==> src/sirq_pkg.sv <==
// Shared constants of the status and interrupt block: register map,
// field positions and reset values.
// Assumes a 32-bit AXI4-Lite register bus, one register byte per aligned word.
package sirq_pkg;

    // ------------------------------------------------------------
    // Register map
    // ------------------------------------------------------------
    localparam logic [15:0] SIRQ_FLAGS_LO_ADDR = 16'hfff8;
    localparam logic [15:0] SIRQ_FLAGS_HI_ADDR = 16'hfff9;
    localparam logic [15:0] SIRQ_ENABLE_LO_ADDR = 16'hfffa;
    localparam logic [15:0] SIRQ_ENABLE_HI_ADDR = 16'hfffb;
    localparam logic [15:0] SIRQ_STATUS_LO_ADDR = 16'hfffc;
    localparam logic [15:0] SIRQ_STATUS_HI_ADDR = 16'hfffd;
    localparam logic [15:0] SIRQ_CONTROL_ADDR = 16'hfff0;

    // ------------------------------------------------------------
    // Status fields
    // ------------------------------------------------------------
    localparam int SIRQ_ST_WRITABLE_BIT = 0;
    localparam int SIRQ_ST_CHECKSUM_BIT = 1;
    localparam int SIRQ_ST_RADIO_BIT = 2;
    localparam logic [15:0] SIRQ_STATUS_RESET = 16'h0000;

    // ------------------------------------------------------------
    // Interrupt fields
    // ------------------------------------------------------------
    localparam int SIRQ_EV_READ_DONE_BIT = 1;
    localparam int SIRQ_EV_WRITE_DONE_BIT = 2;
    localparam int SIRQ_EV_CHECKSUM_BIT = 3;
    localparam int SIRQ_EV_PARITY_BIT = 4;
    localparam int SIRQ_EV_MSG_FAULT_BIT = 5;
    localparam int SIRQ_EV_GENERAL_BIT = 7;
    localparam logic [15:0] SIRQ_EVENT_MASK = 16'h00be;
    localparam logic [15:0] SIRQ_FLAGS_RESET = 16'h0000;
    localparam logic [15:0] SIRQ_ENABLE_RESET = 16'h0000;

    // ------------------------------------------------------------
    // Control register fields: pin control and parity mode
    // ------------------------------------------------------------
    localparam int SIRQ_CTL_OUT_EN_BIT = 1;
    localparam int SIRQ_CTL_HIGH_BIT = 3;
    localparam int SIRQ_CTL_DRIVE_BIT = 4;
    localparam int SIRQ_CTL_PARITY_MODE_BIT = 5;
    localparam logic [15:0] SIRQ_CTL_MASK = 16'h003a;
    localparam logic [15:0] SIRQ_CTL_RESET = 16'h0000;

    // ------------------------------------------------------------
    // Bus answers
    // ------------------------------------------------------------
    localparam logic [1:0] SIRQ_RESP_OKAY = 2'h0;
    localparam logic [1:0] SIRQ_RESP_SLVERR = 2'h2;

endpackage

==> src/sirq_top.sv <==
// Status register, interrupt flags and enables, interrupt pin control.
// Assumes an AXI4-Lite master on the same clock; event and status inputs
// come from other clock domains or pins and are synchronised here.
//
// Implementation choice: the AXI4-Lite slave port.
`timescale 1ns/1ps
`default_nettype none

// How it works
// [RULE_01] Status low byte at 0xFFFC, high byte 0xFFFD; bits 0,1,2 defined.
// [RULE_02] Writable bit reads 1 when host may write message memory; resets 0.
// [RULE_03] Bit 1 reads 1 while a checksum runs; resets 0.
// [RULE_04] Bit 2 reads 1 while radio traffic is active; resets 0.
// [RULE_05] Enable register sits at 0xFFFA low and 0xFFFB high.
// [RULE_06] Enable 1 lets its event reach the pin; 0 blocks; reset 0.
// [RULE_07] Pending flags gated by enables are ORed onto one interrupt.
// [RULE_08] Flag register sits at 0xFFF8 low and 0xFFF9 high.
// [RULE_09] Flag reads 1 when pending, 0 otherwise; reset 0.
// [RULE_10] Writing 1 clears a flag; writing 0 leaves it.
// [RULE_11] Read-complete flag bit 1 set when field drops after a read.
// [RULE_12] Write-complete flag bit 2 set when field drops after a write.
// [RULE_13] Checksum-done flag bit 3 set when a calculation finishes.
// [RULE_14] Parity-fault flag bit 4 set on parity error, only in parity mode.
// [RULE_15] Message-fault flag bit 5 set on bad structure after radio enable.
// [RULE_16] General fault flag bit 7 set on any disabling error.
// [RULE_17] Output enable 0 leaves the pin undriven; 1 signals interrupts.
// [RULE_18] Control bit 3 selects active high when 1, active low when 0.
// [RULE_19] Control bit 4 drives idle level when 1, else pin floats idle.
// [RULE_20] An event in the clearing cycle keeps its flag set.
// [RULE_21] Reserved bits read zero and ignore writes.
module sirq_top
    import sirq_pkg::*;
#(
    parameter int ADDR_WIDTH = 18
) (
    input wire logic clock,
    input wire logic reset_n,
    // AXI4-Lite slave
    input wire logic [ADDR_WIDTH-1:0] s_axi_awaddr,
    input wire logic s_axi_awvalid,
    output logic s_axi_awready,
    input wire logic [31:0] s_axi_wdata,
    input wire logic [3:0] s_axi_wstrb,
    input wire logic s_axi_wvalid,
    output logic s_axi_wready,
    output logic [1:0] s_axi_bresp,
    output logic s_axi_bvalid,
    input wire logic s_axi_bready,
    input wire logic [ADDR_WIDTH-1:0] s_axi_araddr,
    input wire logic s_axi_arvalid,
    output logic s_axi_arready,
    output logic [31:0] s_axi_rdata,
    output logic [1:0] s_axi_rresp,
    output logic s_axi_rvalid,
    input wire logic s_axi_rready,
    // Status levels from the rest of the device
    input wire logic message_store_writable,
    input wire logic checksum_running,
    input wire logic radio_activity,
    // Event pulses (held at least two clocks) from the rest of the device
    input wire logic read_complete_event,
    input wire logic write_complete_event,
    input wire logic checksum_done_event,
    input wire logic parity_fault_event,
    input wire logic message_structure_fault_event,
    input wire logic general_fault_event,
    // Interrupt pin
    output logic irq_pin_out,
    output logic irq_pin_oe,
    // Mode output
    output logic interleaved_parity_mode
);
    // ------------------------------------------------------------
    // Helpers
    // ------------------------------------------------------------
    // Word index of a byte address; each register byte sits in its own word
    function automatic logic [15:0] sirq_word(input logic [ADDR_WIDTH-1:0] a);
        sirq_word = 16'(a >> 2);
    endfunction

    function automatic logic [15:0] sirq_idx(input logic [15:0] a);
        sirq_idx = a;
    endfunction

    // ------------------------------------------------------------
    // Input synchronisation
    // ------------------------------------------------------------
    logic [8:0] sync_raw;
    logic [8:0] sync_lvl;
    assign sync_raw = {general_fault_event, message_structure_fault_event,
        parity_fault_event, checksum_done_event, write_complete_event,
        read_complete_event, radio_activity, checksum_running,
        message_store_writable};

    sirq_sync #(
        .WIDTH(9)
    ) u_sync (
        .clock(clock),
        .reset_n(reset_n),
        .async_in(sync_raw),
        .sync_out(sync_lvl)
    );

    logic [5:0] ev_prev_q;
    wire [5:0] ev_lvl = sync_lvl[8:3];
    wire [5:0] ev_rise = ev_lvl & ~ev_prev_q;

    // ------------------------------------------------------------
    // Registers
    // ------------------------------------------------------------
    logic [15:0] status_q;
    logic [15:0] flags_q;
    logic [15:0] flags_d;
    logic [15:0] enable_q;
    logic [15:0] enable_d;
    logic [15:0] ctl_q;
    logic [15:0] ctl_d;
    logic irq_q;

    logic [15:0] status_d;
    assign status_d = {13'h0000, sync_lvl[2], sync_lvl[1], sync_lvl[0]}; // [RULE_02] [RULE_03] [RULE_04]

    // ------------------------------------------------------------
    // Write channel
    // ------------------------------------------------------------
    logic aw_held_q;
    logic w_held_q;
    logic [15:0] aw_word_q;
    logic [31:0] w_data_q;
    logic [3:0] w_strb_q;

    wire aw_take = s_axi_awvalid & s_axi_awready;
    wire w_take = s_axi_wvalid & s_axi_wready;
    wire wr_fire = aw_held_q & w_held_q & ~s_axi_bvalid;
    wire wr_lane0 = w_strb_q[0];
    wire [7:0] wr_byte = w_data_q[7:0];
    wire aw_held_d = aw_take | (aw_held_q & ~wr_fire);
    wire w_held_d = w_take | (w_held_q & ~wr_fire);
    wire bvalid_d = wr_fire | (s_axi_bvalid & ~s_axi_bready);

    wire wr_flags_lo = wr_fire & (aw_word_q == SIRQ_FLAGS_LO_ADDR);
    wire wr_flags_hi = wr_fire & (aw_word_q == SIRQ_FLAGS_HI_ADDR);
    wire wr_en_lo = wr_fire & (aw_word_q == SIRQ_ENABLE_LO_ADDR);
    wire wr_en_hi = wr_fire & (aw_word_q == SIRQ_ENABLE_HI_ADDR);
    wire wr_st_lo = wr_fire & (aw_word_q == SIRQ_STATUS_LO_ADDR);
    wire wr_st_hi = wr_fire & (aw_word_q == SIRQ_STATUS_HI_ADDR);
    wire wr_ctl = wr_fire & (aw_word_q == SIRQ_CONTROL_ADDR);
    wire wr_hit = wr_flags_lo | wr_flags_hi | wr_en_lo | wr_en_hi | wr_st_lo | wr_st_hi
        | wr_ctl; // [RULE_01] [RULE_05] [RULE_08]

    // Clear mask from a write-one-to-clear byte
    logic [15:0] clr_mask;
    assign clr_mask = (wr_flags_lo & wr_lane0) ? {8'h00, wr_byte} :
        (wr_flags_hi & wr_lane0) ? {wr_byte, 8'h00} : 16'h0000; // [RULE_10]

    // Event set vector; parity faults only count in parity mode
    logic [15:0] set_mask;
    assign set_mask = {8'h00,
        ev_rise[5], 1'b0, ev_rise[4],
        ev_rise[3] & ctl_q[SIRQ_CTL_PARITY_MODE_BIT],
        ev_rise[2], ev_rise[1], ev_rise[0], 1'b0}; // [RULE_11] [RULE_12] [RULE_13] [RULE_14] [RULE_15] [RULE_16]

    // Set wins over clear
    assign flags_d = ((flags_q & ~clr_mask) | set_mask) & SIRQ_EVENT_MASK; // [RULE_09] [RULE_20] [RULE_21]

    assign enable_d = (wr_en_lo & wr_lane0) ? {enable_q[15:8], wr_byte} & SIRQ_EVENT_MASK :
        (wr_en_hi & wr_lane0) ? {wr_byte, enable_q[7:0]} & SIRQ_EVENT_MASK :
        enable_q; // [RULE_06] [RULE_21]

    assign ctl_d = (wr_ctl & wr_lane0) ? {8'h00, wr_byte} & SIRQ_CTL_MASK : ctl_q;

    wire irq_d = |(flags_q & enable_q); // [RULE_07]

    always_ff @(posedge clock or negedge reset_n)
    begin
        if (!reset_n)
        begin
            aw_held_q <= 1'b0;
            w_held_q <= 1'b0;
            aw_word_q <= 16'h0000;
            w_data_q <= 32'h0000_0000;
            w_strb_q <= 4'h0;
            s_axi_bvalid <= 1'b0;
            s_axi_bresp <= SIRQ_RESP_OKAY;
            s_axi_awready <= 1'b1;
            s_axi_wready <= 1'b1;
        end
        else
        begin
            s_axi_awready <= ~aw_held_d & ~bvalid_d;
            s_axi_wready <= ~w_held_d & ~bvalid_d;
            if (aw_take)
            begin
                aw_held_q <= 1'b1;
                aw_word_q <= sirq_word(s_axi_awaddr);
            end
            else if (wr_fire)
                aw_held_q <= 1'b0;
            if (w_take)
            begin
                w_held_q <= 1'b1;
                w_data_q <= s_axi_wdata;
                w_strb_q <= s_axi_wstrb;
            end
            else if (wr_fire)
                w_held_q <= 1'b0;
            if (wr_fire)
            begin
                s_axi_bvalid <= 1'b1;
                s_axi_bresp <= wr_hit ? SIRQ_RESP_OKAY : SIRQ_RESP_SLVERR;
            end
            else if (s_axi_bready)
                s_axi_bvalid <= 1'b0;
        end
    end


    // ------------------------------------------------------------
    // Block state
    // ------------------------------------------------------------
    always_ff @(posedge clock or negedge reset_n)
    begin
        if (!reset_n)
        begin
            ev_prev_q <= 6'h00;
            status_q <= SIRQ_STATUS_RESET;
            flags_q <= SIRQ_FLAGS_RESET;
            enable_q <= SIRQ_ENABLE_RESET;
            ctl_q <= SIRQ_CTL_RESET;
            irq_q <= 1'b0;
            interleaved_parity_mode <= 1'b0;
        end
        else
        begin
            ev_prev_q <= ev_lvl;
            status_q <= status_d;
            flags_q <= flags_d;
            enable_q <= enable_d;
            ctl_q <= ctl_d;
            irq_q <= irq_d;
            interleaved_parity_mode <= ctl_d[SIRQ_CTL_PARITY_MODE_BIT];
        end
    end

    // ------------------------------------------------------------
    // Read channel
    // ------------------------------------------------------------
    wire [15:0] rd_word = sirq_word(s_axi_araddr);
    wire rd_take = s_axi_arvalid & s_axi_arready;
    wire rvalid_d = rd_take | (s_axi_rvalid & ~s_axi_rready);
    wire [15:0] fl_lo = sirq_idx(SIRQ_FLAGS_LO_ADDR);
    logic [7:0] rd_byte;
    logic rd_hit;
    always_comb
    begin
        rd_hit = 1'b1;
        if (rd_word == fl_lo)
            rd_byte = flags_q[7:0];
        else if (rd_word == SIRQ_FLAGS_HI_ADDR)
            rd_byte = flags_q[15:8];
        else if (rd_word == SIRQ_ENABLE_LO_ADDR)
            rd_byte = enable_q[7:0];
        else if (rd_word == SIRQ_ENABLE_HI_ADDR)
            rd_byte = enable_q[15:8];
        else if (rd_word == SIRQ_STATUS_LO_ADDR)
            rd_byte = status_q[7:0];
        else if (rd_word == SIRQ_STATUS_HI_ADDR)
            rd_byte = status_q[15:8];
        else if (rd_word == SIRQ_CONTROL_ADDR)
            rd_byte = ctl_q[7:0];
        else
        begin
            rd_byte = 8'h00;
            rd_hit = 1'b0;
        end
    end

    always_ff @(posedge clock or negedge reset_n)
    begin
        if (!reset_n)
        begin
            s_axi_rvalid <= 1'b0;
            s_axi_rdata <= 32'h0000_0000;
            s_axi_rresp <= SIRQ_RESP_OKAY;
        end
        else if (rd_take)
        begin
            s_axi_rvalid <= 1'b1;
            s_axi_rdata <= {24'h000000, rd_byte}; // [RULE_21]
            s_axi_rresp <= rd_hit ? SIRQ_RESP_OKAY : SIRQ_RESP_SLVERR;
        end
        else if (s_axi_rready)
            s_axi_rvalid <= 1'b0;
    end

    always_ff @(posedge clock or negedge reset_n)
    begin
        if (!reset_n)
            s_axi_arready <= 1'b1;
        else
            s_axi_arready <= ~rvalid_d;
    end

    // ------------------------------------------------------------
    // Interrupt pin
    // ------------------------------------------------------------
    sirq_pin u_pin (
        .clock(clock),
        .reset_n(reset_n),
        .irq_request(irq_q),
        .out_enable(ctl_q[SIRQ_CTL_OUT_EN_BIT]),
        .active_high(ctl_q[SIRQ_CTL_HIGH_BIT]),
        .drive_idle(ctl_q[SIRQ_CTL_DRIVE_BIT]),
        .pin_out_q(irq_pin_out),
        .pin_oe_q(irq_pin_oe)
    );
endmodule
`default_nettype wire

==> src/sirq_sync.sv <==
// Two-stage synchroniser for a vector of asynchronous levels.
// Assumes inputs come from outside the clock domain.
`timescale 1ns/1ps
`default_nettype none
module sirq_sync #(
    parameter int WIDTH = 8
) (
    input wire logic clock,
    input wire logic reset_n,
    input wire logic [WIDTH-1:0] async_in,
    output logic [WIDTH-1:0] sync_out
);
    logic [WIDTH-1:0] stage1_q;

    always_ff @(posedge clock or negedge reset_n)
    begin
        if (!reset_n)
        begin
            stage1_q <= '0;
            sync_out <= '0;
        end
        else
        begin
            stage1_q <= async_in;
            sync_out <= stage1_q;
        end
    end
endmodule
`default_nettype wire

==> src/sirq_pin.sv <==
// Interrupt pin driver: polarity, drive style and output enable.
// Assumes the request level is already registered in the same domain.
`timescale 1ns/1ps
`default_nettype none
module sirq_pin (
    input wire logic clock,
    input wire logic reset_n,
    input wire logic irq_request,
    input wire logic out_enable,
    input wire logic active_high,
    input wire logic drive_idle,
    output logic pin_out_q,
    output logic pin_oe_q
);
    wire active_level = active_high;
    wire pin_level = irq_request ? active_level : ~active_level;
    wire pin_drive = out_enable & (irq_request | drive_idle);

    always_ff @(posedge clock or negedge reset_n)
    begin
        if (!reset_n)
        begin
            pin_out_q <= 1'b0;
            pin_oe_q <= 1'b0;
        end
        else
        begin
            pin_out_q <= pin_level; // [RULE_18]
            pin_oe_q <= pin_drive; // [RULE_17] [RULE_19]
        end
    end
endmodule
`default_nettype wire

==> config.mk <==
export PLATFORM = sky130hd
export DESIGN_NAME = sirq_top
export DESIGN_NICKNAME = d
export VERILOG_FILES = /design/src/sirq_pkg.sv /design/src/sirq_top.sv /design/src/sirq_sync.sv /design/src/sirq_pin.sv
export SDC_FILE = /design/constraint.sdc
export NUM_CORES = 1
export LEC_CHECK = 0
export BUFFER_PORTS_ARGS = -buffer_cell sky130_fd_sc_hd__buf_2
export CAP_MARGIN = 15
export CORE_AREA = 2 2 95 97
export CTS_BUF_LIST = sky130_fd_sc_hd__clkbuf_16
export DETAILED_ROUTE_END_ITERATION = 12
export DIE_AREA = 0 0 97 99
export PLACE_DENSITY = 0.67
export SLEW_MARGIN = 20
export SYNTH_ARGS = -nofsm -noshare
export SYNTH_HDL_FRONTEND = slang
export SYNTH_HIERARCHICAL = 1
export SYNTH_SLANG_ARGS = --single-unit
==> constraint.sdc <==
create_clock -name clock -period 2.4 [get_ports clock]
set_input_delay 0.12 -clock clock [delete_from_list [all_inputs] [get_ports clock]]
set_output_delay 0.12 -clock clock [all_outputs]
set_load 0.02 [all_outputs]
After elaboration in Yosys (flattened, before gate mapping)
Index checks and enable logic that the tools add are counted.
Widths: inputs -> output; s select.
- bits in registers: 100
- input port bits: 88
- logic and storage cells: 123
- equality and inequality tests: 14
- mux-type cells: 28
- bitwise operators: 50
- reductions and logical operators: 6
- operator list (cell ; count):
    $eq 16x16->1 const B ; 14
    $mux 8 ; 5
    $mux 16 ; 2
    $and 1x1->1 ; 24
    $mux 6 ; 4
    $and 8x16->16 ; 1
    $reduce_or 16->1 ; 1
    $mux 1 ; 15
    $or 1x1->1 ; 11
    $reduce_bool 2->1 ; 5
    $not 1->1 ; 9
    $and 8x8->8 ; 1
    $not 8->8 ; 1
    $or 8x8->8 ; 1
    $and 6x6->6 ; 1
    $not 6->6 ; 1
    $mux 2 ; 2

Depth between registers and ports, before layout
Gate-level depths: netlist of run 1.
- depth in word-level cells: 10
- depth in mapped cells: 5
- mapped depth without buffers: 4

By module
Netlist of run 1, hierarchy kept.
- by module, submodules not included (module ; instances ; cells each ; area an instance (um^2) ; seq. area each (um^2)):
    sirq_top ; 1 ; 233 ; 2845.2 ; 1630.3
    sirq_sync ; 1 ; 18 ; 450.4 ; 450.4
    sirq_pin ; 1 ; 4 ; 66.3 ; 50.0

Worst setup path before layout of run 1
No wires, ideal clock.
- kind: reg-to-reg
- start point: register aw_word_q[0]
- end point: register enable_q[1]
- library setup time: 0.127 ns
- arrival time: 1.779 ns
- required time: 2.273 ns
- setup slack: 0.493 ns
- stages on the path, launching flop included: 6
- period minus slack after synthesis: 1.907 ns
- cells stage by stage: dfrtp_1 or3b_4 nor4_4 and4_1 buf_4 mux2_1
- word-level cells in the longest chain between the ends: 4
- RTL lines (element ; line ; source):
    from (decl) ; sirq_top.sv:128 ; logic [15:0] aw_word_q;
    from (signal assigned) ; sirq_top.sv:195 ; aw_word_q <= sirq_word(s_axi_awaddr);
    $eq 16x16->1 (*) ; sirq_top.sv:143 ; wire wr_en_lo = wr_fire & (aw_word_q == SIRQ_ENABLE_LO_ADDR);
    $and 1x1->1 (*) ; sirq_top.sv:143 ;
    $and 1x1->1 (*) ; sirq_top.sv:166 ; assign enable_d = (wr_en_lo & wr_lane0) ? {enable_q[15:8], wr_byte} & SIRQ_EVENT_MASK :
    $mux 16 ; sirq_top.sv:166 ;
    to (signal assigned) ; sirq_top.sv:238 ; enable_q <= enable_d;
    to (decl) ; sirq_top.sv:114 ; logic [15:0] enable_q;
Mark *: on every way between the ends. The rest lies on a longest branch, timed or not.
A chain may end at the register's enable or synchronous reset.

Final worst setup path of run 1
Same ends and word-level chain as after synthesis.

==> results.tsv, run 1 <==
stage	metric	value	unit
sta	fin_crit_sh	0.810	
clock_network	postCtsSetupBuffers	0	
synth	async_flop_share	1.00	
setup_path	crit_fanout	6	
grt	grt_pass1_wl	10.4	mm
sta	rsz0062_at_grt	no	
outcome	outcome	finished clean	
synth	synth-seq-cells	85	
synth	synth_ff_type	dfrtp_1	
route	ant_nets	0	
setup_path	arrival	2.16	ns
finish	drive_gt1_frac	0.353	
place	place_congestion	0.747	
setup_path	reg2reg_slack	0.46	ns
grt	grt_pass1_vias	2204	
sta	slew_viol_final	0	
setup_path	path_cells	or3b_4, nor4_4, and4_1, mux2_1	
clock_network	cts_tree	done	
clock_network	cts_resized	0	
job	maxCapViolations	0	
sta	finalSetupTns	0	ns
setup_path	rr_endpoint	enable_q[1]	
route	via_per_inst	4.67	
clock_network	numCtsBuffers	9	
route	drtPass1Iterations	4	
finish	fin_nets	434	
worst_hold_path	hold_path_class	input port to flop	
route	routedWlPerCell	13.2	um
synth	seq_area_frac_synth	0.634	
sta	fin_skew	0.00804	ns
finish	synthToLayoutAreaGrowth	25.0	%
floorplanning	chipHeight	99	um
place	hpwl	4.38	mm
synth	synth_edf_count	0	
finish	mostFrequentLayoutCells	dfrtp_1, buf_2, mux2_2	
finish	layout_commonest_cell	dfrtp_1	
synth	ys_warn_count	6	
synth	netlist_instances	255	
floorplanning	initial_utilization	0.393	
setup_path	worstReg2RegStart	aw_word_q[0]	
sta	setup_viol	0	
floorplanning	die_w	97	um
synth	synthesis.area	3360	um^2
floorplanning	row_count	34	
clock_network	clockBufferDepth	2	
floorplanning	io_pins	132	
sta	finalCriticalPeriod	1.94	ns
sta	slew_headroom	0.541	
synth	ys_types	35	
place	io_buffers	71	
sta	layout_setup_ws	0.455	ns
clock_network	clk_pin_slew_worst_paths	0.06	ns
synth	synth_top_area_cell	dfrtp_1	
grt	track_usage	0.137	
route	wl	6.06	mm
finish	multi_input_area	1060	um^2
setup_path	startpoint	aw_word_q[0]	
sta	worstMarginPinSlew	0.682	ns
setup_path	cp_slowest_cell	and4_1	
grt	grt_overflow	0	
finish	fin_cells	459	
route	drt_iter0_markers	81	
route	vias	2142	
finish	final_core_util	0.492	
clock_network	cts_root_buf	clkbuf_16	
synth	synth_top_area_frac	0.610	
pwr	leakagePower	2.03	nW
setup_path	crit_end	enable_q[1]	
place	placedCellCount	431	
finish	fillerInstances	761	
grt	antenna_found_initial	0	
sta	max_freq	514	MHz
pwr	irDropWorstVdd	0.000545	V
setup_path	r2r_cells	4	
floorplanning	core_region_area	8550	um^2
synth	synth.area.top_cells	dfrtp_1, mux2_2, buf_4	
finish	regArea	2130	um^2
setup_path	endpoint_kind	flop	
sta	hold_viol	0	
pwr	powerDensity	968	nW/um^2
floorplanning	fp.dieArea	9600	um^2
setup_path	critPathKind	flop to flop	
place	post-place-ws	0.449	ns
finish	antenna_cells	0	
clock_network	clk_latency	0.33	ns
setup_path	max_stage_delay	0.42	ns
synth	synth.avg_cell_area	13.2	um^2
pwr	fin_total_pwr	4.07	mW
clock_network	cts_sinks	85	
route	drc	0	
grt	grt_max_degree	50	
setup_path	cp-start-kind	flop	
clock_network	htree_levels	3	
setup_path	required	2.61	ns
routing by layer:
layer  global-route usage  part of all wire
met5                    0                 0
met4               0.0780             0.021
met2                0.215              0.46
met1                0.173              0.46
met3               0.0362             0.064
metrics by stage:
step / hold WS [ns] / cell area (um^2)
floorplan: -0.176 / 3460
global placement: 0.175 / 3760
detailed placement: 0.183 / 3760
CTS: 0.00468 / 4200
global route: 0.00363 / 4200
finish: 0.0139 / 4200
synthesized netlist by cell type, drive strengths merged (3+ instances only):
cell type	count
a22o	10
a22oi	6
a31oi	3
buf	28
clkbuf	4
dfrtp	82
dfstp	3
inv	12
mux2	34
nand2	15
nand3	3
nand4	12
nor2	9
nor4	3
o21ai	9
layout make-up:
type,instances,share of cell area
tap,108,0.0321
multi-input combinational,152,0.252
timing repair buffer,86,0.122
sequential,85,0.507
clock inverter,7,0.0229
clock buffer,9,0.0536
inverter,12,0.0107
critical path: cells and delay by family, from the launching register on:
| kind | cells | cell delay (ns) |
|---|---|---|
| flip-flops | 1 | 0.40 |
| multiplexers | 1 | 0.37 |
| AND/OR/NAND/NOR | 3 | 1.06 |
where the power goes:
part	switching [mW]	leakage, nW	internal, mW
clock	0.553	0.160	0.916
combinational	0.348	0.856	0.343
sequential	0.183	1.02	1.72
total	1.08	2.03	2.98
sequential cells by signal, indices dropped and copies added (netlist names):
register and count:
u_sync/stage1_q 9, ctl_q 3, w_held_q 1, interleaved_parity_mode 1, enable_q 6, s_axi_rdata 7, s_axi_bresp 1, s_axi_rresp 1
u_sync/sync_out 9, s_axi_awready 1, s_axi_rvalid 1, u_pin/pin_oe_q 1, status_q 3, w_data_q 6, aw_held_q 1, flags_q 6
ev_prev_q 6, s_axi_arready 1, aw_word_q 16, w_strb_q 1, irq_q 1, s_axi_bvalid 1, u_pin/pin_out_q 1, s_axi_wready 1
cell families (layout without fill, tap and decap cells):
group / after synthesis / after routing / share of synthesized area
compound gates: 36 / 36 / 0.0774
buf+inv: 44 / 114 / 0.0804
mux: 35 / 35 / 0.117
xor+xnor: 1 / 1 / 0.00261
simple gates: 53 / 53 / 0.0878
flops: 85 / 85 / 0.634
other cells: 1 / 27 / 0.00112
timing repair:
item | 4_1_cts | 5_1_grt
hold buffers | 12 | 0
setup endpoints to repair | 0 | 0
hold endpoints to repair | 58 | 0
how the worst min path moves through the flow:
| stage | end | from | cells after the start | slack (ns) |
|---|---|---|---|---|
| finish | aw_word_q[9] | s_axi_awaddr[11] | 2 | 0.01 |
| global route | aw_word_q[2] | s_axi_awaddr[4] | 2 | 0.004 |
| CTS | aw_word_q[9] | s_axi_awaddr[11] | 2 | 0.005 |
| detailed placement | u_sync/stage1_q[8] | reset_n | 1 | 0.18 |
| global placement | u_sync/stage1_q[8] | reset_n | 1 | 0.17 |
| floorplan | aw_held_q | reset_n | 0 | -0.18 |
No activity file was read; power rests on OpenSTA's default activity.
==> run 2: changes to the inputs <==
--- a/config.mk
+++ b/config.mk
@@ -11,7 +11,7 @@
 export CTS_BUF_LIST = sky130_fd_sc_hd__clkbuf_16
 export DETAILED_ROUTE_END_ITERATION = 12
 export DIE_AREA = 0 0 97 99
-export PLACE_DENSITY = 0.67
+export PLACE_DENSITY = 0.69
 export SLEW_MARGIN = 20
 export SYNTH_ARGS = -nofsm -noshare
 export SYNTH_HDL_FRONTEND = slang
==> constraint.sdc (replaced) <==
create_clock -name clock -period 1.65 [get_ports clock]
set_input_delay 0.0825 -clock clock [delete_from_list [all_inputs] [get_ports clock]]
set_output_delay 0.0825 -clock clock [all_outputs]
set_load 0.02 [all_outputs]
==> results.tsv, run 2 (synthesis results as in run 1) <==
stage	metric	value	unit	change
setup_path	cp-start-kind	flop		
route	wl	6.33	mm	+4.5%
floorplanning	die_w	97	um	unchanged
sta	finalCriticalPeriod	1.71	ns	-0.231 ns
clock_network	cts_sinks	85		unchanged
grt	antenna_found_initial	0		unchanged
sta	slew_viol_final	0		unchanged
finish	layout_commonest_cell	dfrtp_1		
pwr	powerDensity	1310	nW/um^2	+35%
sta	fin_crit_sh	1.04		+0.229
finish	largest_register	aw_word_q		
grt	use_met3	0.0362		unchanged
route	drc	0		unchanged
clock_network	clk_latency	0.33	ns	about the same
finish	synthToLayoutAreaGrowth	34.8	%	
grt	top_usage_layer	met2		
setup_path	path_cells	or3b_4, nor4_4, and4_4, mux2_4		
finish	drive_gt1_frac	0.370		+0.0165
grt	grt_max_degree	35		-30%
route	vias	2265		+5.7%
place	post-place-ws	-0.108	ns	-0.557 ns
floorplanning	core_region_area	8550	um^2	unchanged
floorplanning	chipHeight	99	um	unchanged
place	io_buffers	71		unchanged
route	drt_iter0_markers	91		+12%
finish	fin_nets	467		+7.6%
sta	slew_headroom	0.526		-0.0151
route	via_per_inst	4.60		-1.4%
grt	use_met2	0.233		+0.0176
finish	largestRegisters	aw_word_q: 16 flops, u_sync/stage1_q: 9 flops, u_sync/sync_out: 9 flops		
grt	use_met1	0.179		+0.00535
setup_path	endpoint_kind	flop		
setup_path	critPathKind	flop to flop		
outcome	outcome	finished, violations left		
sta	worstMarginPinSlew	0.704	ns	+0.0224 ns
grt	track_usage	0.142		+0.00495
floorplanning	initial_utilization	0.393		unchanged
clock_network	cts_tree	done		
finish	antenna_cells	0		unchanged
sta	rsz0062_at_grt	yes		
grt	grt_pass1_vias	2277		+3.3%
clock_network	cts_root_buf	clkbuf_16		
floorplanning	io_pins	132		unchanged
pwr	irDropWorstVdd	0.000770	V	+41%
sta	setup_viol	6		+6
job	maxCapViolations	0		unchanged
setup_path	cp_slowest_cell	or3b_4		
route	routedWlPerCell	12.9	um	-2.5%
clock_network	numCtsBuffers	9		unchanged
clock_network	clockBufferDepth	2		unchanged
route	ant_nets	0		unchanged
sta	hold_viol	0		unchanged
setup_path	max_stage_delay	0.40	ns	-0.02 ns
floorplanning	fp.dieArea	9600	um^2	unchanged
setup_path	required	1.86	ns	-0.75 ns
setup_path	crit_fanout	6		unchanged
place	place_congestion	0.799		+7.0%
sta	hold_ws	0.0745	ns	+0.0606 ns
finish	final_cell_area	4530	um^2	+7.8%
outcome	violations	negative setup slack		
place	hpwl	4.58	mm	+4.6%
grt	grt_overflow	0		unchanged
route	drtPass1Iterations	4		unchanged
sta	max_freq	583	MHz	+13%
finish	largest_reg_flops	16		unchanged
finish	fillerInstances	727		-4.5%
clock_network	htree_levels	3		unchanged
setup_path	worst_path_dominant_cell_family	simple AND/OR/NAND/NOR gates		
pwr	leakagePower	2.16	nW	+6.3%
place	postPlaceCellArea	3870	um^2	+2.8%
setup_path	arrival	1.93	ns	-0.23 ns
sta	fin_skew	0.00672	ns	-0.00132 ns
sta	layout_setup_ws	-0.0640	ns	-0.519 ns
floorplanning	row_count	34		unchanged
setup_path	cp_num_buf_inv	0		unchanged
grt	grt_pass1_wl	10.8	mm	+4.2%
worst_hold_path	hold_path_class	input port to flop		
clock_network	clk_pin_slew_worst_paths	0.06	ns	about the same
finish	mostFrequentLayoutCells	dfrtp_1, buf_2, dlygate4sd3_1		
[run 2: cell type report]
class                   count  area, um^2  area share
clock buffers               9         225      0.0497
clock inverters             7        73.8      0.0163
inverters                  12        45.0     0.00994
multi-input cells         152        1100       0.242
flip-flops and latches     85        2130       0.470
well taps                 108         135      0.0298
repair buffers            119         825       0.182
[run 2: where the power goes]
group	switching [mW]	internal [mW]
clock network	0.806	1.18
registers	0.261	2.51
logic	0.554	0.613
total	1.62	4.30
[run 2: timing repair]
item                                    CTS  global route
endpoints found under the setup margin   10            15
hold buffers                             35             1
buffers inserted                          1             0
resized for setup                         3             1
endpoints found under the hold margin    64             1
pin swaps                                 0             1
[run 2: stage by stage]
step	setup TNS, ns	power, mW	cells	util
final	-0.365	5.92	492	0.530
after CTS	-0.434	5.98	491	0.528
after detailed placement	-1.02	3.90	440	0.452
after floorplan	-1.82	3.52	281	-
after global routing	-1.53	6.25	492	0.530
after global placement	-0.756	3.85	440	0.452
[run 2: worst paths after layout]
check / start / to / slack, ns / depth (start not counted)
min in group asynchronous: reset_n / u_sync/stage1_q[8] / 0.23 / 2
hold reg to reg: u_sync/stage1_q[1] / u_sync/sync_out[1] / 0.35 / 0
max in group asynchronous: reset_n / s_axi_wready / 0.80 / 3
hold / removal: s_axi_araddr[4] / s_axi_rdata[0] / 0.07 / 3
setup / recovery: aw_word_q[0] / enable_q[5] / -0.06 / 4
setup reg to reg: aw_word_q[0] / enable_q[5] / -0.06 / 4
[run 2: layer usage]
metal / routed length [um] / vias to the layer above
met1: 2750 / 1071
met4: 120 / 0
met3: 354 / 9
met2: 3110 / 84
li1: - / 1101
met5: 0 / -
[run 2: worst min-delay path: cells and delay by family]
kind / cells / cell delay, ns
AND/OR/NAND/NOR: 1 / 0.07
buffers and inverters: 1 / 0.14
AO/OA/AOI/OAI: 1 / 0.07
==> run 3: changes to the inputs <==
--- a/config.mk
+++ b/config.mk
@@ -7,11 +7,13 @@
 export LEC_CHECK = 0
 export BUFFER_PORTS_ARGS = -buffer_cell sky130_fd_sc_hd__buf_2
 export CAP_MARGIN = 15
-export CORE_AREA = 2 2 95 97
+export CELL_PAD_IN_SITES_DETAIL_PLACEMENT = 1
+export CELL_PAD_IN_SITES_GLOBAL_PLACEMENT = 2
+export CORE_AREA = 2 2 115 117
 export CTS_BUF_LIST = sky130_fd_sc_hd__clkbuf_16
 export DETAILED_ROUTE_END_ITERATION = 12
-export DIE_AREA = 0 0 97 99
-export PLACE_DENSITY = 0.69
+export DIE_AREA = 0 0 117 119
+export PLACE_DENSITY_LB_ADDON = 0.1
 export SLEW_MARGIN = 20
 export SYNTH_ARGS = -nofsm -noshare
 export SYNTH_HDL_FRONTEND = slang
==> results.tsv, run 3 (synthesis results as in run 1) <==
stage	metric	value	unit	change
pwr	irDropWorstVdd	0.000559	V	-27%
place	hpwl	5.37	mm	+17%
setup_path	arrival	1.93	ns	about the same
finish	antenna_cells	0		unchanged
outcome	violations	negative setup slack		
pwr	powerDensity	1250	nW/um^2	-4.3%
setup_path	max_stage_delay	0.40	ns	about the same
clock_network	clockBufferDepth	2		unchanged
finish	fin_nets	470		+0.64%
pwr	p_sw	1.62	mW	-0.24%
pwr	power.internal	4.15	mW	-3.7%
clock_network	numCtsBuffers	9		unchanged
place	postPlaceCellArea	3980	um^2	+2.9%
sta	setup_viol	10		+4
route	via_per_inst	4.06		-12%
route	ant_nets	0		unchanged
pwr	seqPwrFrac	0.485		+0.017
finish	final_core_util	0.358		-0.172
finish	fillerInstances	1417		+95%
sta	hold_ws	0.0935	ns	+0.0190 ns
grt	grt_max_degree	32		-8.6%
floorplanning	io_pins	132		unchanged
floorplanning	chipHeight	119	um	+20%
floorplanning	row_count	42		+24%
pwr	power_frac_comb	0.211		+0.014
setup_path	cp_slowest_cell	dfrtp_1		
grt	grt_pass1_vias	2411		+5.9%
clock_network	cts_tree	done		
grt	grt_overflow	0		unchanged
clock_network	cts_root_buf	clkbuf_16		
clock_network	htree_levels	3		unchanged
setup_path	path_depth	4		unchanged
setup_path	crit_end	enable_q[1]		
grt	track_usage	0.119		-0.0233
setup_path	path_cells	or3b_4, nor4_4, and4_4, mux2_4		
clock_network	cts_sinks	85		unchanged
setup_path	worstReg2RegStart	aw_word_q[2]		
place	post-place-ws	-0.122	ns	-0.0141 ns
worst_hold_path	hold_path_class	input port to flop		
setup_path	required	1.87	ns	about the same
setup_path	crit_fanout	6		unchanged
job	maxCapViolations	0		unchanged
pwr	p_sw_frac	0.281		+0.00698
route	routedWlPerCell	13.3	um	+3.1%
sta	slew_viol_final	0		unchanged
setup_path	r2r_cells	4		unchanged
pwr	leakagePower	2.17	nW	+0.49%
finish	drive_gt1_frac	0.359		-0.0106
finish	fin_cells	563		+14%
setup_path	critPathKind	flop to flop		
route	drc	0		unchanged
pwr	p_clk_frac	0.305		-0.030
sta	layout_setup_ws	-0.0612	ns	+0.00281 ns
place	place_congestion	0.705		-12%
setup_path	cp-start-kind	flop		
place	io_buffers	71		unchanged
finish	largest_reg_flops	16		unchanged
finish	final_cell_area	4610	um^2	+1.7%
setup_path	rr_endpoint	enable_q[1]		
setup_path	cp_num_buf_inv	0		unchanged
finish	mostFrequentLayoutCells	dfrtp_1, buf_2, dlygate4sd3_1		
setup_path	endpoint_kind	flop		
grt	antenna_found_initial	0		unchanged
sta	hold_viol	0		unchanged
place	placedCellCount	510		+16%
sta	rsz0062_at_grt	yes		
clock_network	clk_pin_slew_worst_paths	0.06	ns	about the same
floorplanning	die_w	117	um	+21%
floorplanning	core_region_area	12900	um^2	+51%
grt	grt_pass1_wl	12.4	mm	+15%
route	drt_iter0_markers	61		-33%
setup_path	startpoint	aw_word_q[2]		
finish	largest_register	aw_word_q		
setup_path	worst_path_dominant_cell_family	simple AND/OR/NAND/NOR gates		
sta	finalCriticalPeriod	1.71	ns	-0.00281 ns
outcome	outcome	finished, violations left		
finish	layout_commonest_cell	dfrtp_1		
floorplanning	fp.dieArea	13900	um^2	+45%
floorplanning	initial_utilization	0.261		-0.132
finish	synthToLayoutAreaGrowth	37.0	%	
clock_network	clk_latency	0.34	ns	about the same
sta	fin_skew	0.00545	ns	-0.00127 ns
route	wl	7.47	mm	+18%
finish	largestRegisters	aw_word_q: 16 flops, u_sync/stage1_q: 9 flops, u_sync/sync_out: 9 flops		
setup_path	reg2reg_slack	-0.06	ns	about the same
sta	max_freq	584	MHz	+0.16%
route	drtPass1Iterations	4		unchanged
sta	fin_crit_sh	1.04		-0.00171
route	vias	2284		+0.84%
-- run 3: power groups by stage --
stage | Combinational [mW] | Clock (mW) | Sequential (mW)
finish | 1.22 | 1.76 | 2.79
global route | 1.35 | 1.92 | 2.86
CTS | 1.24 | 1.83 | 2.80
detailed placement | 1.15 | 0 | 2.84
global placement | 1.12 | 0 | 2.82
floorplan | 0.716 | 0 | 2.80
-- run 3: metal layers --
layer	up-vias	GRT usage	share of wire
met5	-	0	0
met4	0	0.0640	0.022
met3	11	0.0265	0.038
met2	52	0.189	0.49
met1	1111	0.149	0.45
li1	1110	-	-
-- run 3: repair_timing --
item	in CTS	in global routing
endpoints found under the setup margin	11	16
hold buffers	36	0
resized for setup	1	1
hold endpoints to repair	61	0
setup buffers	2	0
-- run 3: worst min-delay path, stage by stage --
cell     delay (ns)
buf_2          0.15
nand4_1        0.08
o21ai_0        0.07
-- run 3: how the worst min path moves through the flow --
stage	cells past startpoint	start	endpoint	slack, ns
CTS	3	s_axi_araddr[4]	s_axi_rdata[0]	0.07
global route	3	s_axi_araddr[4]	s_axi_rdata[0]	0.10
detailed placement	1	reset_n	u_sync/stage1_q[6]	0.06
floorplan	0	reset_n	aw_held_q	-0.21
global placement	1	reset_n	irq_q	0.07
finish	3	s_axi_araddr[4]	s_axi_rdata[0]	0.09
-- run 3: final cells by class --
type,count,area [um^2],share of cell area
clock buffers,9,225,0.0489
clock inverters,7,27.5,0.00598
inverters,12,45.0,0.00978
multi-input cells,152,1090,0.236
flip-flops and latches,85,2130,0.463
well taps,176,220,0.0478
repair buffers,122,868,0.188
-- run 3: stage by stage --
| stage | TNS [ns] | power (mW) |
|---|---|---|
| 6_report | -0.402 | 5.76 |
| 2_1_floorplan | -1.82 | 3.52 |
| 4_1_cts | -0.746 | 5.87 |
| 3_5_place_dp | -1.09 | 3.99 |
| 3_3_place_gp | -0.755 | 3.95 |
| 5_1_grt | -1.70 | 6.12 |
